[src/pllcc_map.vh]
// Register offsets, field positions, field codes, reset values and divider code limits for the PLL configuration control
`ifndef PLLCC_MAP_VH
`define PLLCC_MAP_VH
// Register indices as printed (not all multiples of four; byte address is index times four)
`define PLLCC_IDX_PWR_POL_PUMP 10'h010
`define PLLCC_IDX_ANTIBACKLASH 10'h017
`define PLLCC_IDX_VCO_CAL 10'h018
`define PLLCC_IDX_CP_CURRENT 10'h019
`define PLLCC_IDX_VCO_DIVIDER 10'h1e0
`define PLLCC_IDX_DIST_SOURCE 10'h1e1
`define PLLCC_IDX_UPDATE 10'h232
`define PLLCC_IDX_STATUS 10'h233
// Field positions
`define PLLCC_PWR_LSB 0
`define PLLCC_PWR_MSB 1
`define PLLCC_CPM_LSB 4
`define PLLCC_CPM_MSB 6
`define PLLCC_POL_BIT 7
`define PLLCC_BYP_BIT 0
`define PLLCC_SRC_BIT 1
`define PLLCC_CAL_BIT 0
`define PLLCC_UPD_BIT 0
// Field codes
`define PLLCC_PWR_NORMAL 2'h0
`define PLLCC_PWR_DOWN 2'h1
`define PLLCC_CPM_HIZ 3'h0
`define PLLCC_CPM_UP 3'h1
`define PLLCC_CPM_DOWN 3'h2
`define PLLCC_CPM_NORMAL 3'h3
`define PLLCC_UPDATE_CODE 8'h01
// Reset values
`define PLLCC_RST_PWR_POL_PUMP 8'h01
`define PLLCC_RST_ANTIBACKLASH 8'h00
`define PLLCC_RST_VCO_CAL 8'h00
`define PLLCC_RST_CP_CURRENT 8'h07
`define PLLCC_RST_VCO_DIVIDER 8'h02
`define PLLCC_RST_DIST_SOURCE 8'h00
// VCO divider codes 0..4 give divide by 2..6
`define PLLCC_VDIV_MAX_CODE 3'h4
`define PLLCC_VDIV_BASE 3'h2
`endif

[src/pllcc_pfd.v]
// Phase frequency detector with antibacklash stretch, charge pump mode and polarity steering
`timescale 1ns/1ps
`default_nettype none
`include "pllcc_map.vh"
module pllcc_pfd #(
   parameter ABW_W = 2
) (
   input wire clk_i, // System clock
   input wire sys_rst_i, // Synchronous reset, high
   input wire ref_edge_i, // Reference divider edge pulse
   input wire fb_edge_i, // Feedback divider edge pulse
   input wire run_i, // PLL powered and running
   input wire polarity_i, // 1 = negative polarity
   input wire [2:0] cp_mode_i, // Charge pump mode
   input wire [ABW_W-1:0] abw_i, // Antibacklash width code
   output reg pump_up_o, // Charge pump up command
   output reg pump_dn_o // Charge pump down command
);
   reg up_q;
   reg dn_q;
   reg [ABW_W+1:0] abw_cnt;
   reg [ABW_W+1:0] abw_len;
   reg raw_up;
   reg raw_dn;
   ////////////////////////////////////////////////////////////////////////////
   // Tri-state flip-flop detector; reset after both set, delayed by the pulse
   // width so that both outputs overlap and no dead zone remains
   always @(posedge clk_i) begin
      if (sys_rst_i || !run_i) begin
         up_q <= 1'b0;
         dn_q <= 1'b0;
         abw_cnt <= {(ABW_W+2){1'b0}};
      end else if (up_q && dn_q) begin
         if (abw_cnt >= abw_len) begin
            up_q <= 1'b0;
            dn_q <= 1'b0;
            abw_cnt <= {(ABW_W+2){1'b0}};
         end else begin
            abw_cnt <= abw_cnt + {{(ABW_W+1){1'b0}}, 1'b1};
         end
      end else begin
         if (ref_edge_i) begin
            up_q <= 1'b1;
         end
         if (fb_edge_i) begin
            dn_q <= 1'b1;
         end
      end
   end
   ////////////////////////////////////////////////////////////////////////////
   // Width code 0..3 maps to 1..4 cycles of overlap
   always @* begin
      abw_len = {2'b00, abw_i};
   end
   ////////////////////////////////////////////////////////////////////////////
   // Mode and polarity select what reaches the pump
   always @* begin
      raw_up = polarity_i ? dn_q : up_q;
      raw_dn = polarity_i ? up_q : dn_q;
   end
   always @(posedge clk_i) begin
      if (sys_rst_i) begin
         pump_up_o <= 1'b0;
         pump_dn_o <= 1'b0;
      end else begin
         case (cp_mode_i)
            `PLLCC_CPM_HIZ: begin
               pump_up_o <= 1'b0;
               pump_dn_o <= 1'b0;
            end
            `PLLCC_CPM_UP: begin
               pump_up_o <= run_i;
               pump_dn_o <= 1'b0;
            end
            `PLLCC_CPM_DOWN: begin
               pump_up_o <= 1'b0;
               pump_dn_o <= run_i;
            end
            `PLLCC_CPM_NORMAL: begin
               pump_up_o <= raw_up;
               pump_dn_o <= raw_dn;
            end
            default: begin
               pump_up_o <= 1'b0; // Unused codes hold the loop like high impedance
               pump_dn_o <= 1'b0;
            end
         endcase
      end
   end
endmodule // pllcc_pfd
`default_nettype wire

[src/pllcc_top.v]
// PLL configuration control: APB register file, shadow/active staging, source path, pump control
// Contract
// Power field 0x010[1:0]: 01 powers PLL down, 00 runs it.
// 0x1E1[0]=1 bypasses VCO divider, distribution fed from chosen source.
// 0x1E1[1]=0 selects external clock input as distribution source.
// 0x010[7] sets detector polarity: 0 positive, 1 negative.
// New settings act only after host writes 0x01 to 0x232.
// Host enables PLL when external oscillator below limit bypasses divider.
// Antibacklash pulse width chosen by 0x017[1:0].
// Pump mode 0x010[6:4]: high impedance, normal, forced up, forced down.
// Pump current set in eight steps, 600 uA to 4.8 mA.
// Detector compares reference and feedback edges, commands pump up or down.
// Host calibrates VCO at first setup and after frequency changes.
// During calibration reference toggles and VCO divider clock runs.
// 0x1E1[1]=1 selects internal VCO as distribution source.
// Calibrate: clear 0x018[0], update, set it, update again.
// 0x1E0[2:0] sets VCO divide 2 to 6, default divide by 4.
// Writes staged in shadow, copied in one cycle on update; bit self-clears.
//
// Local design decision: the APB interface to the registers.
`timescale 1ns/1ps
`default_nettype none
`include "pllcc_map.vh"
module pllcc_top #(
   parameter ABW_W = 2,
   parameter CPI_W = 3
) (
   input wire clk_i, // System clock, 50 MHz
   input wire sys_rst_i, // Synchronous reset, high
   input wire psel, // APB select
   input wire penable, // APB enable
   input wire pwrite, // APB direction
   input wire [11:0] paddr, // APB byte address
   input wire [31:0] pwdata, // APB write data
   output reg [31:0] prdata, // APB read data
   output reg pready, // APB ready
   output reg pslverr, // APB error on unmapped address
   input wire ref_clk_i, // Reference divider output, asynchronous
   input wire fb_clk_i, // Feedback divider output, asynchronous
   input wire ext_clk_i, // External clock input, asynchronous
   input wire vco_clk_i, // Internal VCO tap, asynchronous
   output reg pll_pwr_down_o, // PLL powered down
   output reg pump_up_o, // Charge pump up
   output reg pump_dn_o, // Charge pump down
   output reg [CPI_W-1:0] cp_current_o, // Pump current step
   output reg [ABW_W-1:0] abw_o, // Antibacklash width code
   output reg vco_sel_o, // 1 = internal VCO source
   output reg div_bypass_o, // 1 = VCO divider bypassed
   output reg [2:0] vco_div_o, // Divide ratio, 2..6
   output reg dist_clk_o, // Clock to distribution section
   output reg vco_cal_start_o, // One-cycle pulse when calibration begins
   output reg cal_ready_o // Reference and source both toggling
);
   // Shadow registers, written by software
   reg [7:0] sh_ppp;
   reg [7:0] sh_abw;
   reg [7:0] sh_cal;
   reg [7:0] sh_cpi;
   reg [7:0] sh_vdiv;
   reg [7:0] sh_src;
   // Active registers, loaded only on update
   reg [7:0] ac_ppp;
   reg [7:0] ac_abw;
   reg [7:0] ac_cal;
   reg [7:0] ac_cpi;
   reg [7:0] ac_vdiv;
   reg [7:0] ac_src;
   reg update;
   reg [7:0] next_rdata;
   reg addr_ok;
   wire [9:0] idx;
   wire acc;
   wire wr;
   // Three-stage synchronisers for the asynchronous pins
   reg [3:0] sync1;
   reg [3:0] sync2;
   reg [3:0] sync3;
   wire ref_edge;
   wire fb_edge;
   wire ext_edge;
   wire vco_edge;
   wire src_edge;
   reg [2:0] div_cnt;
   reg [2:0] div_ratio;
   reg [3:0] act_cnt;
   reg [3:0] ref_seen;
   reg [3:0] src_seen;
   wire pfd_up;
   wire pfd_dn;
   // Pump current reset follows the active register reset so the output never steps after reset
   localparam [7:0] RST_CPI = `PLLCC_RST_CP_CURRENT;
   ////////////////////////////////////////////////////////////////////////////
   // APB decode; each index occupies one word
   assign idx = paddr[11:2];
   assign acc = psel && penable && pready;
   assign wr = acc && pwrite && addr_ok;
   always @* begin
      addr_ok = 1'b1;
      next_rdata = 8'h00;
      case (idx)
         `PLLCC_IDX_PWR_POL_PUMP: next_rdata = sh_ppp;
         `PLLCC_IDX_ANTIBACKLASH: next_rdata = sh_abw;
         `PLLCC_IDX_VCO_CAL: next_rdata = sh_cal;
         `PLLCC_IDX_CP_CURRENT: next_rdata = sh_cpi;
         `PLLCC_IDX_VCO_DIVIDER: next_rdata = sh_vdiv;
         `PLLCC_IDX_DIST_SOURCE: next_rdata = sh_src;
         `PLLCC_IDX_UPDATE: next_rdata = {7'h00, update};
         `PLLCC_IDX_STATUS: next_rdata = {5'h00, cal_ready_o, pll_pwr_down_o, vco_sel_o};
         default: addr_ok = 1'b0;
      endcase
   end
   ////////////////////////////////////////////////////////////////////////////
   // Slave answers in the second access cycle: ready rises one cycle after penable
   always @(posedge clk_i) begin
      if (sys_rst_i) begin
         pready <= 1'b0;
         prdata <= 32'h00000000;
         pslverr <= 1'b0;
      end else begin
         pready <= psel && penable && !pready;
         pslverr <= psel && penable && !pready && !addr_ok;
         if (psel && penable && !pready && !pwrite) begin
            prdata <= {24'h000000, next_rdata};
         end
      end
   end
   ////////////////////////////////////////////////////////////////////////////
   // Shadow writes; update loads active copies in one cycle and self-clears
   always @(posedge clk_i) begin
      if (sys_rst_i) begin
         sh_ppp <= `PLLCC_RST_PWR_POL_PUMP;
         sh_abw <= `PLLCC_RST_ANTIBACKLASH;
         sh_cal <= `PLLCC_RST_VCO_CAL;
         sh_cpi <= `PLLCC_RST_CP_CURRENT;
         sh_vdiv <= `PLLCC_RST_VCO_DIVIDER;
         sh_src <= `PLLCC_RST_DIST_SOURCE;
         update <= 1'b0;
      end else begin
         update <= 1'b0;
         if (wr) begin
            case (idx)
               `PLLCC_IDX_PWR_POL_PUMP: sh_ppp <= pwdata[7:0];
               `PLLCC_IDX_ANTIBACKLASH: sh_abw <= pwdata[7:0];
               `PLLCC_IDX_VCO_CAL: sh_cal <= pwdata[7:0];
               `PLLCC_IDX_CP_CURRENT: sh_cpi <= pwdata[7:0];
               `PLLCC_IDX_VCO_DIVIDER: sh_vdiv <= pwdata[7:0];
               `PLLCC_IDX_DIST_SOURCE: sh_src <= pwdata[7:0];
               `PLLCC_IDX_UPDATE: update <= (pwdata[7:0] == `PLLCC_UPDATE_CODE);
               default: update <= 1'b0;
            endcase
         end
      end
   end
   always @(posedge clk_i) begin
      if (sys_rst_i) begin
         ac_ppp <= `PLLCC_RST_PWR_POL_PUMP;
         ac_abw <= `PLLCC_RST_ANTIBACKLASH;
         ac_cal <= `PLLCC_RST_VCO_CAL;
         ac_cpi <= `PLLCC_RST_CP_CURRENT;
         ac_vdiv <= `PLLCC_RST_VCO_DIVIDER;
         ac_src <= `PLLCC_RST_DIST_SOURCE;
      end else if (update) begin
         ac_ppp <= sh_ppp;
         ac_abw <= sh_abw;
         ac_cal <= sh_cal;
         ac_cpi <= sh_cpi;
         ac_vdiv <= sh_vdiv;
         ac_src <= sh_src;
      end
   end
   ////////////////////////////////////////////////////////////////////////////
   // Active settings to outputs; unused divider codes clamp to the largest ratio
   always @* begin
      if (ac_vdiv[2:0] > `PLLCC_VDIV_MAX_CODE) begin
         div_ratio = `PLLCC_VDIV_MAX_CODE + `PLLCC_VDIV_BASE;
      end else begin
         div_ratio = ac_vdiv[2:0] + `PLLCC_VDIV_BASE;
      end
   end
   always @(posedge clk_i) begin
      if (sys_rst_i) begin
         pll_pwr_down_o <= 1'b1;
         cp_current_o <= RST_CPI[CPI_W-1:0];
         abw_o <= {ABW_W{1'b0}};
         vco_sel_o <= 1'b0;
         div_bypass_o <= 1'b0;
         vco_div_o <= 3'h4;
         vco_cal_start_o <= 1'b0;
      end else begin
         // Only 00 runs the PLL; other codes are treated as off for safety
         pll_pwr_down_o <= (ac_ppp[`PLLCC_PWR_MSB:`PLLCC_PWR_LSB] != `PLLCC_PWR_NORMAL);
         cp_current_o <= ac_cpi[CPI_W-1:0];
         abw_o <= ac_abw[ABW_W-1:0];
         vco_sel_o <= ac_src[`PLLCC_SRC_BIT];
         div_bypass_o <= ac_src[`PLLCC_BYP_BIT];
         vco_div_o <= div_ratio;
         // Calibration launches when the bit goes from 0 to 1 at update
         vco_cal_start_o <= update && sh_cal[`PLLCC_CAL_BIT] && !ac_cal[`PLLCC_CAL_BIT];
      end
   end
   ////////////////////////////////////////////////////////////////////////////
   // Synchronise pins; edges read only the second and third stages
   always @(posedge clk_i) begin
      if (sys_rst_i) begin
         sync1 <= 4'h0;
         sync2 <= 4'h0;
         sync3 <= 4'h0;
      end else begin
         sync1 <= {vco_clk_i, ext_clk_i, fb_clk_i, ref_clk_i};
         sync2 <= sync1;
         sync3 <= sync2;
      end
   end
   assign ref_edge = sync2[0] && !sync3[0];
   assign fb_edge = sync2[1] && !sync3[1];
   assign ext_edge = sync2[2] && !sync3[2];
   assign vco_edge = sync2[3] && !sync3[3];
   assign src_edge = vco_sel_o ? vco_edge : ext_edge;
   ////////////////////////////////////////////////////////////////////////////
   // Divider toggles once per ratio source edges; bypass passes the source level
   // Limitation: sampled at 50 MHz, so only slow test clocks are reproduced faithfully
   always @(posedge clk_i) begin
      if (sys_rst_i) begin
         div_cnt <= 3'h0;
         dist_clk_o <= 1'b0;
      end else if (div_bypass_o) begin
         div_cnt <= 3'h0;
         dist_clk_o <= vco_sel_o ? sync3[3] : sync3[2];
      end else if (src_edge) begin
         if (div_cnt >= div_ratio - 3'h1) begin
            div_cnt <= 3'h0;
            dist_clk_o <= !dist_clk_o;
         end else begin
            div_cnt <= div_cnt + 3'h1;
         end
      end
   end
   ////////////////////////////////////////////////////////////////////////////
   // Activity monitor: both inputs must show an edge within a window
   always @(posedge clk_i) begin
      if (sys_rst_i) begin
         act_cnt <= 4'h0;
         ref_seen <= 4'h0;
         src_seen <= 4'h0;
         cal_ready_o <= 1'b0;
      end else begin
         act_cnt <= act_cnt + 4'h1;
         if (act_cnt == 4'hf) begin
            // An edge in the closing cycle counts too, else it would be lost between windows
            cal_ready_o <= (ref_seen != 4'h0 || ref_edge) && (src_seen != 4'h0 || src_edge);
            ref_seen <= 4'h0;
            src_seen <= 4'h0;
         end else begin
            ref_seen <= ref_seen | {3'h0, ref_edge};
            src_seen <= src_seen | {3'h0, src_edge};
         end
      end
   end
   ////////////////////////////////////////////////////////////////////////////
   // Detector and pump
   pllcc_pfd #(
      .ABW_W(ABW_W)
   ) u_pfd (
      .clk_i(clk_i),
      .sys_rst_i(sys_rst_i),
      .ref_edge_i(ref_edge),
      .fb_edge_i(fb_edge),
      .run_i(!pll_pwr_down_o),
      .polarity_i(ac_ppp[`PLLCC_POL_BIT]),
      .cp_mode_i(ac_ppp[`PLLCC_CPM_MSB:`PLLCC_CPM_LSB]),
      .abw_i(abw_o),
      .pump_up_o(pfd_up),
      .pump_dn_o(pfd_dn)
   );
   always @(posedge clk_i) begin
      if (sys_rst_i) begin
         pump_up_o <= 1'b0;
         pump_dn_o <= 1'b0;
      end else begin
         // A powered-down loop must not pump, even if the detector is mid-pulse
         pump_up_o <= pfd_up && !pll_pwr_down_o;
         pump_dn_o <= pfd_dn && !pll_pwr_down_o;
      end
   end
endmodule // pllcc_top
`default_nettype wire

[config.mk]
export PLATFORM = sky130hd
export DESIGN_NAME = pllcc_top
export DESIGN_NICKNAME = d
export VERILOG_FILES = /design/src/pllcc_pfd.v /design/src/pllcc_top.v
export VERILOG_INCLUDE_DIRS = /design/src
export SDC_FILE = /design/constraint.sdc
export NUM_CORES = 1
export LEC_CHECK = 0
export BUFFER_PORTS_ARGS = -buffer_cell sky130_fd_sc_hd__buf_2
export CAP_MARGIN = 40
export CELL_PAD_IN_SITES_DETAIL_PLACEMENT = 1
export CELL_PAD_IN_SITES_GLOBAL_PLACEMENT = 1
export CORE_MARGIN = 2
export CORE_UTILIZATION = 46
export CTS_BUF_LIST = sky130_fd_sc_hd__clkbuf_8
export CTS_CLUSTER_SIZE = 25
export DETAILED_ROUTE_END_ITERATION = 12
export PLACE_DENSITY = 0.84
export SETUP_SLACK_MARGIN = 0.02
export SLEW_MARGIN = 20
export SYNTH_ARGS = -nofsm -noshare
export SYNTH_HDL_FRONTEND = slang
export SYNTH_SLANG_ARGS = --single-unit
export TNS_END_PERCENT = 5
[constraint.sdc]
create_clock -name clk_i -period 3.95 [get_ports clk_i]
set_input_delay 0.79 -clock clk_i [delete_from_list [all_inputs] [get_ports clk_i]]
set_output_delay 0.79 -clock clk_i [all_outputs]
set_load 0.05 [all_outputs]
### Word-level counts from Yosys, hierarchy flattened

Index checks and enable logic that the tools add are counted.

| storage, ports and cells | value |
|---|---|
| bits of input ports | 53 |
| register bits after elaboration | 129 |
| word-level logic and storage cells | 134 |
| output and inout port bits | 50 |

| cells by class | value |
|---|---|
| $lt $le $gt $ge | 3 |
| bitwise logic cells | 4 |
| eq/ne operators | 14 |
| multiplexer cells | 19 |
| $add $sub $neg | 5 |
| reduce and logical (&&, ||, !) cells | 50 |

Operators by type and width:

| operator | number |
|---|---|
| case mux 8 bit (8 select lines) | 1 |
| equality test 10 x 5 -> 1 bit, second input constant | 4 |
| equality test 10 bit, second input constant | 2 |
| equality test 10 x 9 -> 1 bit, second input constant | 2 |
| AND reduction 2 bit | 9 |
| logical AND 1 bit | 17 |
| two-way mux 1 bit | 13 |
| zero test 1 bit | 10 |
| nonzero test 2 bit | 5 |
| adder 4 x 1 -> 4 bit, second input constant | 2 |
| equality test 8 x 1 -> 1 bit, second input constant | 1 |
| OR 4 x 1 -> 4 bit | 2 |
| nonzero test 4 bit | 2 |
| OR reduction 8 bit | 1 |
| equality test 3 x 2 -> 1 bit, second input constant | 2 |
| two-way mux 3 bit | 2 |
| equality test 4 bit, second input constant | 1 |
| greater-or-equal comparator 4 x 2 -> 1 bit | 1 |
| two-way mux 4 bit | 1 |
| case mux 1 bit (2 select lines) | 2 |
| OR reduction 2 bit | 2 |
| adder 3 x 1 -> 3 bit, second input constant | 1 |
| adder 3 x 2 -> 3 bit, second input constant | 1 |
| equality test 3 x 1 -> 1 bit, second input constant | 1 |
| other kinds (7) | 10 |

### Depth between registers and ports, before layout

| depth | value |
|---|---|
| word-level depth | 7 |
| depth in mapped cells | 7 |
| depth with buffers taken out | 7 |

### By module

Synthesis repeated with hierarchy kept, for this count alone.

| second synthesis, totals | value |
|---|---|
| cell total of the unflattened synthesis | 549 |
| area, all modules | 5111.2 µm² |

Modules (own cells, without submodules):

| module | times used | sequential area each (µm²) | cells each | area an instance (µm²) |
|---|---|---|---|---|
| pllcc_top | 1 | 2262.2 | 511 | 4714.5 |
| pllcc_pfd | 1 | 160.2 | 38 | 396.6 |

### Worst setup path before layout

No wires, ideal clock.

| timing | value |
|---|---|
| kind | input to register |
| start point | input paddr[5] |
| end point | register sh_vdiv[1] |
| arrival | 2004 ps |
| stages | 7 |
| setup slack | 1826 ps |
| path buffers | 2 |
| setup time | 120 ps |
| cell sequence | buf_2 -> nor4_4 -> and3_4 -> and2_4 -> buf_12 -> nor2b_2 -> a211o_1 |

| between the ends | value |
|---|---|
| longest elaborated chain between the ends | 5 |

Ends and longest elaborated chain:

| element | line | RTL |
|---|---|---|
| from (decl) | pllcc_top.v:33 | `input wire [11:0] paddr,` |
| equality test 10 bit, or another cell as far along | pllcc_top.v:100 | `case (idx)` |
| OR reduction 8 bit (no source line) | - |  |
| two-way mux 1 bit | pllcc_top.v:100 |  |
| logical AND 1 bit | pllcc_top.v:96 | `assign wr = acc && pwrite && addr_ok;` |
| AND reduction 2 bit (no source line) (*) | - |  |
| to (signal assigned) | pllcc_top.v:135 | `` sh_vdiv <= `PLLCC_RST_VCO_DIVIDER; `` |
| to (signal assigned) | pllcc_top.v:146 | `` `PLLCC_IDX_VCO_DIVIDER: sh_vdiv <= pwdata[7:0]; `` |
| to (decl) | pllcc_top.v:59 | `reg [7:0] sh_vdiv;` |

Every way passes the cells marked *; elsewhere a longest branch is shown, timed or not.
A chain may end at the register's enable or synchronous reset.

### Final worst setup path

| timing | value |
|---|---|
| start point | input paddr[2] |
| end point | register prdata[2] |

| between the ends | value |
|---|---|
| longest elaborated chain between the ends | 2 |

Ends and longest elaborated chain:

| element | line | RTL |
|---|---|---|
| equality test 10 bit, or another cell as far along | pllcc_top.v:100 |  |
| case mux 8 bit (8 select lines) (*) | pllcc_top.v:100 |  |
| to (signal assigned) | pllcc_top.v:123 | `prdata <= {24'h000000, next_rdata};` |
| to (decl) | pllcc_top.v:35 | `output reg [31:0] prdata,` |

Marked as above.

==> impl_metrics.csv <==
group,metric,value,unit
outcome,status,"completed",
clocking,clk-insertion-delay-late,0.44,ns
placed_design,portBuffers,52,
timing,min_period_over_period,58.46,%
synthesis,ys_types,58,
route,wl_met2,6.535,mm
timing,fin_tns_setup,0,ns
final_layout,num_antenna_cells,0,
route,via_count,4044,
floorplan,fp.dieH,109.9,um
synthesis,synth_edf_count,0,
setup_path,cp.required,4.23,ns
grt,antenna_found_initial,0,
synthesis,netlist_area,5160,sq um
final_layout,utilization,53.05,%
floorplan,die_w,109.9,um
synthesis,synth_seq_cells,121,
clocking,cts_root_buffer,"clkbuf_8",
clocking,cts_sinks,121,
grt,grtUsageTotal,23.29,%
final_layout,nNetsFinal,662,
route,viasPerCell,5.378,
route,met1_length,5.646,mm
grt,grt_first_pass_wirelength,20.93,mm
floorplan,rows,38,
timing,slew-limit-headroom,46.59,%
setup_path,crit_path_start_kind,"input pin",
timing,fmax,433.1,MHz
floorplan,die_area,12080,sq um
final_layout,fin_area,5776,sq um
min_path,hp-class,"flop to flop",
timing,rsz0062_at_grt,"false",
route,drt-initial-drc-count,162,
synthesis,netlist.area_leader.share,46.94,%
placed_design,place_congestion,0.9257,
setup_path,endpoint_kind,"flop",
route,drc,0,
final_layout,drive_above_1_share,16.99,%
timing,worst_pin_slew,0.7810,ns
floorplan,core,10890,sq um
floorplan,io_pins,103,
route,totalWireLength,12.99,mm
synthesis,yosys-top-cells-area,"dfxtp_1 47%, mux2i_1 10%, nor2_1 5.3%",
run,max-cap-violations,0,
synthesis,async_flop_share,0,%
grt,grt_pass1_vias,4095,
floorplan,start_util,47.39,%
synthesis,synth_flop_cell,"dfxtp_1",
timing,skew,0.008244,ns
route,top_layer,"met4",
route,firstDrtPassIters,4,
power,max-vdd-ir-drop,312.6,uV
route,wl_met3,576,um
timing,min_period,2.309,ns
timing,report.final.slew_viol_count,0,
synthesis,syn_area_per_cell,9.399,sq um
route,antenna_left,0,
synthesis,yosysWarningCount,0,
timing,finalSetupViolCount,0,
clocking,cts_made_buffers,17,
final_layout,n_fill_cell,1290,
timing,setup_slack,1.641,ns
placed_design,place_hpwl,9.193,mm
setup_path,path_class,"input pin to flop",
setup_path,worstPathArrival,2.59,ns
clocking,h-tree-depth,4,
clocking,cts_tree,"built",
route,wl_per_cell,17.27,um
clocking,cts.repair.resized,0,
timing,finalHoldViolCount,0,
setup_path,crit_fanout,25,
final_layout,syn_to_final_growth,11.93,%
synthesis,synthCells,549,
synthesis,synth_top_area_cell,"dfxtp_1",
synthesis,ys_seq_area_share,46.94,%
grt,grt_overflow,0,
grt,grt_max_degree,54,
power,powerDensity,411.8,nW/um^2
clocking,path_clk_slew,0.07,ns
power,p_leak,2.288,nW
clocking,postCtsHoldBufs,0,
placed_design,preCtsSetupSlack,1.246,ns
clocking,clockBufferDepth,2,
clocking,postCtsSetupBuffers,0,
placed_design,postPlaceCellArea,5421,sq um
[per-stage QoR]
stage / hold slack (ns) / total power [mW] / instances
floorplan: 0.3978 / 1.391 / 572
global route: 0.4567 / 2.473 / 752
global placement: 0.4087 / 1.413 / 721
detailed placement: 0.4223 / 1.417 / 721
finish: 0.4342 / 2.378 / 752
CTS: 0.4333 / 2.400 / 752
[final timing paths]
| path | start | end | slack [ns] | cells after the start |
|---|---|---|---|---|
| worst max register to register | ac_vdiv[1]$_SDFFE_PP1P_ | dist_clk_o$_SDFFE_PP0P_ | 1.83 | 7 |
| worst min register to register | ac_cal[0]$_SDFFE_PP0P_ | vco_cal_start_o$_SDFF_PP0_ | 0.43 | 1 |
| worst min-delay path | ac_cal[0]$_SDFFE_PP0P_ | vco_cal_start_o$_SDFF_PP0_ | 0.43 | 1 |
| worst max-delay path | paddr[2] | prdata[2]$_SDFFE_PP0P_ | 1.64 | 6 |
[logic make-up (layout without fill, tap and decap cells)]
logic type	after synthesis	in the layout	share of synthesized area (%)
compound gates	68	68	9.191
flops	121	121	46.94
xor+xnor	8	8	1.358
other cells	1	24	0.07268
fa+ha+maj	9	9	2.182
buf+inv	57	97	6.499
mux	54	54	10.50
simple gates	231	231	23.25
[cell usage in the layout, fill, tap and decap left out, types with 7 or more instances in the layout]
cell type / instances
o21ai_0: 10
and3_1: 8
nand2_1: 46
ha_1: 9
clkinv_2: 7
clkbuf_8: 18
nor2b_1: 30
nor2_1: 73
conb_1: 24
mux2i_1: 53
a211o_1: 10
buf_2: 52
nor4_1: 8
nand3_1: 19
inv_1: 8
a21oi_1: 22
dfxtp_1: 121
[per-layer routing]
metal	vias to the layer above	global-route usage, %
li1	1956	-
met1	1975	28.80
met2	93	38.61
met3	20	5.868
met4	0	9.403
met5	-	0
[cell usage after synthesis, types with 2 or more instances]
master	number
o21ai_0	10
dfxtp_1	121
nor3b_1	2
mux2i_1	53
buf_4	26
clkbuf_1	15
a21oi_1	22
nor3_1	5
nor2b_1	30
a211oi_1	4
nor4bb_1	3
and3_1	8
or3_1	4
nor2_1	73
nand2_1	46
nand4_1	6
a22o_1	4
xor2_1	4
ha_1	9
buf_2	6
or2_2	3
a211o_1	10
a2111oi_0	3
o2bb2ai_1	2
inv_1	8
nand3_1	19
a32oi_1	2
and2_1	5
nor4_1	8
nor3_2	2
and4b_1	2
nand2b_1	5
xnor2_1	4
[state kept, by name, indices dropped and copies added (netlist names), 3 cells and up]
register       cells
sync1              4
act_cnt            4
sync3              4
prdata             8
ac_ppp             6
vco_div_o          3
sh_abw             8
sh_cpi             8
sh_cal             8
sh_ppp             8
u_pfd.abw_cnt      4
sh_vdiv            8
ac_cpi             3
sync2              4
ac_vdiv            3
sh_src             8
div_cnt            3
cp_current_o       3
[worst max-delay path, stage by stage]
cell and delay, ns:
buf_2 0.45, nor4_4 0.16, and3_4 0.22, and2_1 0.16, nor4_1 0.58, o21ai_0 0.21
[final cells by class]
class                   instances  area [sq um]  area share, %
inverters                       8         30.03         0.5199
multi-input cells             394          2489          43.09
flip-flops and latches        121          2422          41.94
clock inverters                13         106.4          1.841
clock buffers                  18         247.7          4.289
well taps                     140         175.2          3.033
repair buffers                 58         305.3          5.286
[report_power, final]
| part | switching, mW | internal (mW) |
|---|---|---|
| Clock | 0.485 | 0.502 |
| Sequential | 0.00566 | 1.23 |
| Combinational | 0.122 | 0.0322 |
| Total | 0.613 | 1.77 |
Note: power is estimated with default switching activity, not from simulation.
